File: config.mk
export PLATFORM = sky130hd
export DESIGN_NAME = cef_top
export DESIGN_NICKNAME = d
export VERILOG_FILES = /design/src/cef_pkg.sv /design/src/cef_top.sv /design/src/cef_sync.sv /design/src/cef_chan.sv
export VERILOG_INCLUDE_DIRS = /design/src
export SDC_FILE = /design/constraint.sdc
export NUM_CORES = 1
export LEC_CHECK = 0
export BUFFER_PORTS_ARGS = -buffer_cell sky130_fd_sc_hd__buf_2
export CAP_MARGIN = 15
export CORE_ASPECT_RATIO = 0.6
export CORE_MARGIN = 4
export CORE_UTILIZATION = 25
export CTS_BUF_LIST = sky130_fd_sc_hd__clkbuf_4
export CTS_CLUSTER_DIAMETER = 200
export DETAILED_ROUTE_END_ITERATION = 10
export GPL_TIMING_DRIVEN = 1
export SLEW_MARGIN = 20
export SYNTH_ARGS = -nofsm -noshare
export SYNTH_HDL_FRONTEND = slang
export SYNTH_SLANG_ARGS = --single-unit
File: constraint.sdc
create_clock -name core_clk -period 2.1 [get_ports core_clk]
set_input_delay 0.42 -clock core_clk [delete_from_list [all_inputs] [get_ports core_clk]]
set_output_delay 0.42 -clock core_clk [all_outputs]
set_load 0.03 [all_outputs]
File: src/cef_consts.svh
// constants and register map for the comparator edge/filter/output block
`ifndef CEF_CONSTS_SVH
`define CEF_CONSTS_SVH
`define CEF_ADDR_W          8
`define CEF_OFS_MODE        8'h00
`define CEF_OFS_FILTER      8'h04
`define CEF_OFS_OUTCTL      8'h08
`define CEF_OFS_PERIPH      8'h0c
`define CEF_OFS_IRQ         8'h10
// mode register: per channel n, enable at bit 4n, monitor at bit 4n+3, speed at bit 8
`define CEF_MODE_ENB0       0
`define CEF_MODE_MON0       3
`define CEF_MODE_ENB1       4
`define CEF_MODE_MON1       7
`define CEF_MODE_SPEED      8
// filter register: per channel n at 4n: clock select [1:0], polarity [2], both-edge [3]
`define CEF_FIR_STRIDE      4
// output control register: per channel n at 4n: irq enable [0], pin enable [1], pol [2]
`define CEF_OCR_STRIDE      4
`define CEF_FIR_POL         2
`define CEF_FIR_BOTH        3
`define CEF_OCR_IE          0
`define CEF_OCR_PE          1
`define CEF_OCR_POL         2
`define CEF_DIV8_LAST       3'h7
`define CEF_DIV32_LAST      5'h1f
`define CEF_FCK_OFF         2'b00
`define CEF_FIR_RESET       8'h00
`define CEF_OCR_RESET       8'h00
`define CEF_MATCH_COUNT     2'd3
`define CEF_DIV_BITS        6
`endif

File: src/cef_pkg.sv
// types for the comparator edge/filter/output block
package cef_pkg;
   typedef enum logic [1:0] {CEF_FCK_NONE, CEF_FCK_DIV1, CEF_FCK_DIV8, CEF_FCK_DIV32} cef_fck_e;
endpackage

File: src/cef_top.sv
// two-channel comparator control with apb registers
//
// The placing of the registers and the APB register port were decided locally.
`timescale 1ns/1ps
`include "cef_consts.svh"
module cef_top
   import cef_pkg::*;
#(
   parameter int NUM_CH = 2
)
(
   input  wire logic                   core_clk,
   input  wire logic                   rst_b,
   input  wire logic                   psel,
   input  wire logic                   penable,
   input  wire logic                   pwrite,
   input  wire logic [`CEF_ADDR_W-1:0] paddr,
   input  wire logic [31:0]            pwdata,
   output logic      [31:0]            prdata,
   output logic                        pready,
   output logic                        pslverr,
   input  wire logic [NUM_CH-1:0]      cmp_raw,
   output logic      [NUM_CH-1:0]      compare_enable,
   output logic                        speed_select_bit,
   output logic      [NUM_CH-1:0]      compare_irq,
   output logic      [NUM_CH-1:0]      result_out_pin,
   output logic      [NUM_CH-1:0]      result_out_pin_oe
);
   typedef struct packed {
      logic                     ack;
      logic                     clk_en;
      logic [NUM_CH-1:0]        enb;
      logic                     speed;
      logic [7:0]               fir;
      logic [7:0]               ocr;
      logic [`CEF_DIV_BITS-1:0] div;
      logic [31:0]              rdata;
      logic                     slverr;
   } cef_top_s;
   cef_top_s st_reg;
   cef_top_s st_next;

   logic                 rst_sync_b;
   logic [NUM_CH-1:0]    cmp_sync;
   logic [NUM_CH-1:0]    mon;
   logic [NUM_CH-1:0]    pend;
   logic [NUM_CH-1:0]    clr;
   logic                 acc;
   logic                 wr;
   logic                 rd;
   logic                 tick8;
   logic                 tick32;

   // reset release through two flops; async assert takes constants only
   logic [1:0] rs_reg;
   always_ff @(posedge core_clk or negedge rst_b) begin
      if (!rst_b) begin
         rs_reg <= 2'b00;
      end else begin
         rs_reg <= {rs_reg[0], 1'b1};
      end
   end
   assign rst_sync_b = rs_reg[1];

   // first access cycle loads read data and the error flag; the second one answers
   assign acc    = psel & penable & ~st_reg.ack;
   assign wr     = psel & penable & pwrite & st_reg.ack;
   assign rd     = acc & ~pwrite;
   assign tick8  = (st_reg.div[2:0] == `CEF_DIV8_LAST);
   assign tick32 = (st_reg.div[4:0] == `CEF_DIV32_LAST);

   function automatic logic hit_ofs(input logic [`CEF_ADDR_W-1:0] a,
                                    input logic [`CEF_ADDR_W-1:0] o);
      hit_ofs = (a == o);
   endfunction

   function automatic logic is_mapped(input logic [`CEF_ADDR_W-1:0] a);
      is_mapped = hit_ofs(a, `CEF_OFS_MODE) | hit_ofs(a, `CEF_OFS_FILTER) |
                  hit_ofs(a, `CEF_OFS_OUTCTL) | hit_ofs(a, `CEF_OFS_PERIPH) |
                  hit_ofs(a, `CEF_OFS_IRQ);
   endfunction

   always_comb begin
      clr = '0;
      if (wr && hit_ofs(paddr, `CEF_OFS_IRQ)) begin
         clr = pwdata[NUM_CH-1:0];
      end
   end

   always_comb begin
      st_next          = st_reg;
      st_next.ack      = acc;
      st_next.div      = st_reg.div + `CEF_DIV_BITS'(1);
      st_next.slverr   = 1'b0;
      if (wr) begin
         if (hit_ofs(paddr, `CEF_OFS_MODE)) begin
            st_next.enb[0] = pwdata[`CEF_MODE_ENB0];
            st_next.enb[1] = pwdata[`CEF_MODE_ENB1];
            st_next.speed  = pwdata[`CEF_MODE_SPEED];
         end else if (hit_ofs(paddr, `CEF_OFS_FILTER)) begin
            st_next.fir = pwdata[7:0];
         end else if (hit_ofs(paddr, `CEF_OFS_OUTCTL)) begin
            st_next.ocr = pwdata[7:0];
         end else if (hit_ofs(paddr, `CEF_OFS_PERIPH)) begin
            st_next.clk_en = pwdata[0];
         end
      end
      if (acc && pwrite && !is_mapped(paddr)) begin
         st_next.slverr = 1'b1;
      end
      if (rd) begin
         st_next.rdata = 32'h0;
         if (hit_ofs(paddr, `CEF_OFS_MODE)) begin
            st_next.rdata[`CEF_MODE_ENB0]  = st_reg.enb[0];
            st_next.rdata[`CEF_MODE_MON0]  = mon[0];
            st_next.rdata[`CEF_MODE_ENB1]  = st_reg.enb[1];
            st_next.rdata[`CEF_MODE_MON1]  = mon[1];
            st_next.rdata[`CEF_MODE_SPEED] = st_reg.speed;
         end else if (hit_ofs(paddr, `CEF_OFS_FILTER)) begin
            st_next.rdata[7:0] = st_reg.fir;
         end else if (hit_ofs(paddr, `CEF_OFS_OUTCTL)) begin
            st_next.rdata[7:0] = st_reg.ocr;
         end else if (hit_ofs(paddr, `CEF_OFS_PERIPH)) begin
            st_next.rdata[0] = st_reg.clk_en;
         end else if (hit_ofs(paddr, `CEF_OFS_IRQ)) begin
            st_next.rdata[NUM_CH-1:0] = pend;
         end else begin
            st_next.slverr = 1'b1;
         end
      end
      // stopping the clock supply returns all control registers to reset values
      if (!st_reg.clk_en && !(wr && hit_ofs(paddr, `CEF_OFS_PERIPH) && pwdata[0])) begin
         st_next.enb   = '0;
         st_next.speed = 1'b0;
         st_next.fir   = `CEF_FIR_RESET;
         st_next.ocr   = `CEF_OCR_RESET;
      end
   end

   always_ff @(posedge core_clk or negedge rst_sync_b) begin
      if (!rst_sync_b) begin
         st_reg <= '0;
      end else begin
         st_reg <= st_next;
      end
   end

   // read data comes from a flop, so every access phase holds one wait state
   assign pready  = psel & penable & st_reg.ack;
   assign prdata  = st_reg.rdata;
   assign pslverr = pready & st_reg.slverr;

   genvar g;
   generate
      for (g = 0; g < NUM_CH; g++) begin : g_ch
         cef_sync u_sync (
            .core_clk   (core_clk),
            .rst_sync_b (rst_sync_b),
            .async_in   (cmp_raw[g]),
            .sync_out   (cmp_sync[g])
         );
         cef_chan u_chan (
            .core_clk             (core_clk),
            .rst_sync_b           (rst_sync_b),
            .cmp_sync             (cmp_sync[g] & st_reg.enb[g]),
            .compare_enable_bit   (st_reg.enb[g]),
            .filter_clock_select  (st_reg.fir[g*`CEF_FIR_STRIDE +: 2]),
            .edge_polarity_select (st_reg.fir[g*`CEF_FIR_STRIDE + `CEF_FIR_POL]),
            .both_edge_select     (st_reg.fir[g*`CEF_FIR_STRIDE + `CEF_FIR_BOTH]),
            .irq_enable_bit       (st_reg.ocr[g*`CEF_OCR_STRIDE + `CEF_OCR_IE]),
            .pin_output_enable    (st_reg.ocr[g*`CEF_OCR_STRIDE + `CEF_OCR_PE]),
            .output_polarity_bit  (st_reg.ocr[g*`CEF_OCR_STRIDE + `CEF_OCR_POL]),
            .sample_tick_div8     (tick8),
            .sample_tick_div32    (tick32),
            .flag_clear           (clr[g] | ~st_reg.clk_en),
            .result_monitor_bit   (mon[g]),
            .irq_pending_flag     (pend[g]),
            .compare_irq          (compare_irq[g]),
            .result_out_pin       (result_out_pin[g]),
            .result_out_pin_oe    (result_out_pin_oe[g])
         );
      end
   endgenerate

   assign compare_enable   = st_reg.enb;
   assign speed_select_bit = st_reg.speed;

   property p_clk_off_clears;
      @(posedge core_clk) disable iff (!rst_sync_b)
         (!st_reg.clk_en && !wr) |=> (st_reg.fir == `CEF_FIR_RESET && st_reg.ocr == `CEF_OCR_RESET);
   endproperty
   a_clk_off_clears: assert property (p_clk_off_clears) else $error("regs not cleared");
endmodule

File: src/cef_sync.sv
// three-stage synchroniser with agreement of the last two stages
`timescale 1ns/1ps
`include "cef_consts.svh"
module cef_sync
   import cef_pkg::*;
(
   input  wire logic core_clk,
   input  wire logic rst_sync_b,
   input  wire logic async_in,
   output logic      sync_out
);
   typedef struct packed {
      logic s1;
      logic s2;
      logic s3;
      logic q;
   } cef_sync_s;
   cef_sync_s st_reg;
   cef_sync_s st_next;

   always_comb begin
      st_next    = st_reg;
      st_next.s1 = async_in;
      st_next.s2 = st_reg.s1;
      st_next.s3 = st_reg.s2;
      // first stage read only by the second
      if (st_reg.s2 == st_reg.s3) begin
         st_next.q = st_reg.s3;
      end
   end

   always_ff @(posedge core_clk or negedge rst_sync_b) begin
      if (!rst_sync_b) begin
         st_reg <= '0;
      end else begin
         st_reg <= st_next;
      end
   end

   assign sync_out = st_reg.q;
endmodule

File: src/cef_chan.sv
// one comparator channel: filter, edge detect, pending flag and pin output
`timescale 1ns/1ps
`include "cef_consts.svh"
module cef_chan
   import cef_pkg::*;
(
   input  wire logic       core_clk,
   input  wire logic       rst_sync_b,
   input  wire logic       cmp_sync,
   input  wire logic       compare_enable_bit,
   input  wire logic [1:0] filter_clock_select,
   input  wire logic       edge_polarity_select,
   input  wire logic       both_edge_select,
   input  wire logic       irq_enable_bit,
   input  wire logic       output_polarity_bit,
   input  wire logic       pin_output_enable,
   input  wire logic       sample_tick_div8,
   input  wire logic       sample_tick_div32,
   input  wire logic       flag_clear,
   output logic            result_monitor_bit,
   output logic            irq_pending_flag,
   output logic            compare_irq,
   output logic            result_out_pin,
   output logic            result_out_pin_oe
);
   typedef struct packed {
      logic       filt;
      logic       last;
      logic [1:0] cnt;
      logic       qual_d;
      logic       pend;
      logic       irq;
      logic       pin;
      logic       oe;
   } cef_chan_s;
   cef_chan_s st_reg;
   cef_chan_s st_next;

   logic tick;
   logic qual;
   logic rise;
   logic fall;
   logic hit;

   always_comb begin
      case (cef_fck_e'(filter_clock_select))
         CEF_FCK_DIV1:  tick = 1'b1;
         CEF_FCK_DIV8:  tick = sample_tick_div8;
         CEF_FCK_DIV32: tick = sample_tick_div32;
         default:       tick = 1'b0;
      endcase
   end

   assign qual = (filter_clock_select == `CEF_FCK_OFF) ? cmp_sync : st_reg.filt;
   assign rise = qual & ~st_reg.qual_d;
   assign fall = ~qual & st_reg.qual_d;
   assign hit = compare_enable_bit & irq_enable_bit &
                (both_edge_select ? (rise | fall)
                 : (edge_polarity_select ? fall : rise));

   always_comb begin
      st_next        = st_reg;
      st_next.qual_d = compare_enable_bit ? qual : st_reg.qual_d;
      if (!compare_enable_bit) begin
         st_next.qual_d = qual;
      end
      if (tick) begin
         st_next.last = cmp_sync;
         if (cmp_sync != st_reg.last) begin
            st_next.cnt = 2'd1;
         end else if (st_reg.cnt == `CEF_MATCH_COUNT) begin
            st_next.filt = st_reg.last;
         end else begin
            st_next.cnt = st_reg.cnt + 2'd1;
         end
      end
      if (filter_clock_select == `CEF_FCK_OFF) begin
         st_next.filt = cmp_sync;
         st_next.cnt  = 2'd0;
      end
      // set wins over clear
      if (hit) begin
         st_next.pend = 1'b1;
      end else if (flag_clear) begin
         st_next.pend = 1'b0;
      end
      st_next.irq = hit;
      st_next.pin = pin_output_enable & (qual ^ output_polarity_bit);
      st_next.oe  = pin_output_enable;
   end

   always_ff @(posedge core_clk or negedge rst_sync_b) begin
      if (!rst_sync_b) begin
         st_reg <= '0;
      end else begin
         st_reg <= st_next;
      end
   end

   assign result_monitor_bit = cmp_sync;
   assign irq_pending_flag   = st_reg.pend;
   assign compare_irq        = st_reg.irq;
   assign result_out_pin     = st_reg.pin;
   assign result_out_pin_oe  = st_reg.oe;

   property p_pend_set;
      @(posedge core_clk) disable iff (!rst_sync_b) hit |=> st_reg.pend;
   endproperty
   a_pend_set: assert property (p_pend_set) else $error("pending flag not set");
   property p_irq_pulse;
      @(posedge core_clk) disable iff (!rst_sync_b) hit |=> compare_irq;
   endproperty
   a_irq_pulse: assert property (p_irq_pulse) else $error("irq not raised");
   property p_no_rise_only_fall;
      @(posedge core_clk) disable iff (!rst_sync_b)
         (!both_edge_select && edge_polarity_select && rise) |-> !hit;
   endproperty
   a_no_rise_only_fall: assert property (p_no_rise_only_fall) else $error("rise hit");
   property p_no_fall_only_rise;
      @(posedge core_clk) disable iff (!rst_sync_b)
         (!both_edge_select && !edge_polarity_select && fall) |-> !hit;
   endproperty
   a_no_fall_only_rise: assert property (p_no_fall_only_rise) else $error("fall hit");
   property p_both;
      @(posedge core_clk) disable iff (!rst_sync_b)
         (both_edge_select && compare_enable_bit && irq_enable_bit && (rise || fall)) |=> compare_irq;
   endproperty
   a_both: assert property (p_both) else $error("both-edge miss");
   property p_disabled;
      @(posedge core_clk) disable iff (!rst_sync_b) !compare_enable_bit |=> !compare_irq;
   endproperty
   a_disabled: assert property (p_disabled) else $error("irq while disabled");
   property p_pin_off;
      @(posedge core_clk) disable iff (!rst_sync_b)
         !pin_output_enable |=> (!result_out_pin_oe && !result_out_pin);
   endproperty
   a_pin_off: assert property (p_pin_off) else $error("pin driven while off");
   property p_pin_pol;
      @(posedge core_clk) disable iff (!rst_sync_b)
         pin_output_enable |=> result_out_pin == ($past(qual) ^ $past(output_polarity_bit));
   endproperty
   a_pin_pol: assert property (p_pin_pol) else $error("pin polarity wrong");
   property p_bypass;
      @(posedge core_clk) disable iff (!rst_sync_b)
         (filter_clock_select == `CEF_FCK_OFF) |-> qual == cmp_sync;
   endproperty
   a_bypass: assert property (p_bypass) else $error("bypass not raw");
   property p_filt_hold;
      @(posedge core_clk) disable iff (!rst_sync_b)
         (filter_clock_select != `CEF_FCK_OFF && !tick) |=> st_reg.filt == $past(st_reg.filt);
   endproperty
   a_filt_hold: assert property (p_filt_hold) else $error("filter moved off tick");
endmodule

==> impl_metrics.env <==
export IMPL_vias_per_cell=4.375
export IMPL_reg2reg_setup_slack_ns=0.11
export IMPL_dr_total_vias=2323
export IMPL_yosys_top_cells_area="dfrtp_1 (49%), buf_4 (9.2%), mux2i_1 (6.4%)"
export IMPL_ys_types=47
export IMPL_cpMostUsedCell="a211oi_1"
export IMPL_worst_pin_slew_ns=0.5954
export IMPL_report_final_setup_viol=0
export IMPL_cpPeakStageDelay_ns=0.40
export IMPL_grt_pass1_vias=2306
export IMPL_htree_levels=3
export IMPL_synth_edff_count=0
export IMPL_finalClockSkew_ns=0.01261
export IMPL_clockBufferDepth=2
export IMPL_cts_root_buf="clkbuf_4"
export IMPL_whs_endpoint="g_ch[1].u_sync.st_next[2]"
export IMPL_critPathTopFamily="compound AO/OA/AOI/OAI gates"
export IMPL_yosysWarnings=0
export IMPL_worstPathCellList="or2_2 -> mux2i_2 -> inv_1 -> ha_1 -> nor2b_1 -> a211oi_1 -> a211oi_1 -> a31o_2"
export IMPL_fin_tns_setup_ns=0
export IMPL_syn_inst=309
export IMPL_synth_area_mm2=0.003268
export IMPL_worstHoldStart="cmp_raw[1]"
export IMPL_core_mm2=0.01281
export IMPL_regToRegStartpoint="st_reg[51]"
export IMPL_start_kind="flop"
export IMPL_crit_fanout=2
export IMPL_nNetsFinal=412
export IMPL_layout_commonest_cell="dfrtp_1"
export IMPL_async_flop_share=1.000
export IMPL_critical_path_arrival_ns=2.30
export IMPL_grt_usage=0.1073
export IMPL_globalplace_congestion=0.8015
export IMPL_cp_num_buf_inv=1
export IMPL_cp_required_ns=2.42
export IMPL_synth_top_area_cell="dfrtp_1"
export IMPL_p_leak_nw=1.752
export IMPL_clk_latency_ns=0.43
export IMPL_place_ws_ns=-0.07657
export IMPL_largest_register_ffs=24
export IMPL_cts_tree="done"
export IMPL_vdd_drop_max_v=0.0001988
export IMPL_post_route_min_period_ns=1.987
export IMPL_drv_slew=0
export IMPL_die_area_mm2=0.01503
export IMPL_busiest_layer="met1"
export IMPL_cts_clk_slew_worst_paths_ns=0.11
export IMPL_end_kind="flop"
export IMPL_cts_sinks=64
export IMPL_max_freq_ghz=0.5031
export IMPL_hold_depth=1
export IMPL_antenna_found_initial=1
export IMPL_grt_pass1_wl_um=12210
export IMPL_fillers=1380
export IMPL_drc=0
export IMPL_outcome="completed"
export IMPL_die_width_um=155.6
export IMPL_finalHoldViolations=0
export IMPL_layout_common_cells="dfrtp_1 (63), buf_2 (43), nand2_1 (27), conb_1 (24), nor2_1 (21)"
export IMPL_grt_setup_unrepaired="false"
export IMPL_synth_top_area_frac=0.4900
export IMPL_first_pass_iters=5
export IMPL_grt_max_degree=63
export IMPL_antennaDiodeCount=0
export IMPL_io_buffer_count=43
export IMPL_use_met1=0.1541
export IMPL_post_route_period_util=0.9464
export IMPL_ant_nets=0
export IMPL_wl_um=7538
export IMPL_placed_cells=514
export IMPL_fin_cells=531
export IMPL_area_growth_pct=16.58
export IMPL_critPathSlowestCell="dfrtp_1"
export IMPL_hold_class="in2reg"
export IMPL_avgSynthCellArea_um2=10.58
export IMPL_drive_gt1_frac=0.2909
export IMPL_start_util=0.2551
export IMPL_relSlewSlack=0.6012
export IMPL_synth_seq_cells=64
export IMPL_dpl_hpwl_um=5701
export IMPL_ys_dominant_reg_cell="dfrtp_1"
export IMPL_r2r_cells=8
export IMPL_rows=32
export IMPL_yosysSeqAreaShare=0.4900
export IMPL_die_y_um=96.57
export IMPL_drv_cap=0
export IMPL_grt_overflow=0
export IMPL_pin_count=90
export IMPL_drt_iter0_drc=103
export IMPL_cts_buffers=9
export IMPL_worstReg2RegEnd="g_ch[1].u_chan.irq_pending_flag"
export IMPL_crit_type="reg2reg"
export IMPL_grtUsageMet3=0.04495
export IMPL_route_detailed_wl_per_inst_um=14.20
export IMPL_grt_util_met2=0.1410
export IMPL_powerDensity_mw_per_mm2=615.6
export IMPL_final_setup_worst_slack_ns=0.1125
[worst max path at each step]
stage | start | to | slack [ns] | cells past startpoint
detailed placement | paddr[0] | compare_enable[1] | -0.08 | 5
floorplan | paddr[0] | speed_select_bit | 0.006 | 5
global route | st_reg[47] | g_ch[0].u_chan.irq_pending_flag | 0.003 | 8
global placement | paddr[0] | compare_enable[1] | -0.07 | 5
finish | st_reg[51] | g_ch[1].u_chan.irq_pending_flag | 0.11 | 8
CTS | st_reg[47] | g_ch[0].u_chan.irq_pending_flag | 0.08 | 8
[routing by layer]
metal / part of all wire / routed length, um
met1: 0.49 / 3728
met2: 0.40 / 2980
met3: 0.095 / 716
met4: 0.014 / 106
met5: 0.00093 / 7
[cell type report]
class,count,area [um2],share of cell area
Timing Repair Buffer,66,427.9,0.1123
Tap cell,170,212.7,0.05583
Inverter,10,37.54,0.009852
Clock inverter,7,86.33,0.02266
Sequential cell,64,1603,0.4207
Clock buffer,9,67.56,0.01773
Multi-Input combinational cell,205,1375,0.3609
[synth_stat cells, drive strengths merged (3+ instances only)]
cell    instances
a211oi          4
a21oi           7
a22oi           5
a31oi           4
and2            5
and3            4
buf            43
clkbuf          9
dfrtp          64
ha              9
inv            10
mux2            4
mux2i          21
nand2          27
nand3           6
nand4           3
nor2           23
nor2b           4
nor4            5
o21ai          14
or3             3
or3b            3
xnor2           5
[power breakdown]
| group | switching, mW | internal [mW] | leakage (nW) |
|---|---|---|---|
| registers | 0.00813 | 1.25 | 0.864 |
| logic | 0.126 | 0.0385 | 0.803 |
| clock network | 0.454 | 0.473 | 0.0847 |
| total | 0.589 | 1.76 | 1.75 |
[worst reg2reg max path, stage by stage (launching register included)]
cell      delay (ns)
dfrtp_1         0.40
or2_2           0.32
mux2i_2         0.19
inv_1           0.08
ha_1            0.19
nor2b_1         0.13
a211oi_1        0.22
a211oi_1        0.11
a31o_2          0.23
[stage by stage]
| stage | util | area (um2) | total power, mW | hold WS [ns] |
|---|---|---|---|---|
| 5_1_grt | 0.2974 | 3810 | 2.457 | 0.04137 |
| 3_5_place_dp | 0.2832 | 3628 | 1.443 | 0.2079 |
| 3_3_place_gp | 0.2832 | 3628 | 1.439 | 0.2050 |
| 6_report | 0.2974 | 3810 | 2.345 | 0.09391 |
| 2_1_floorplan | - | 3351 | 1.420 | 0.1244 |
| 4_1_cts | 0.2960 | 3792 | 2.378 | 0.06490 |
[cell families after synthesis]
family / count (synthesis) / share of synthesized area
AO/OA/AOI/OAI: 50 / 0.1030
multiplexers: 25 / 0.07810
AND/OR/NAND/NOR: 90 / 0.1528
XOR/XNOR: 5 / 0.01340
adder cells (fa/ha/maj): 11 / 0.04058
flip-flops: 64 / 0.4900
other: 2 / 0.002298
buffers and inverters: 62 / 0.1198
[repair_timing]
action	in CTS	in global routing
hold buffers	1	0
endpoints found under the hold margin	2	0
setup endpoints to repair	0	2
buffers inserted	0	0
gates resized for setup	0	5
No activity file was read; power rests on OpenSTA's default activity.
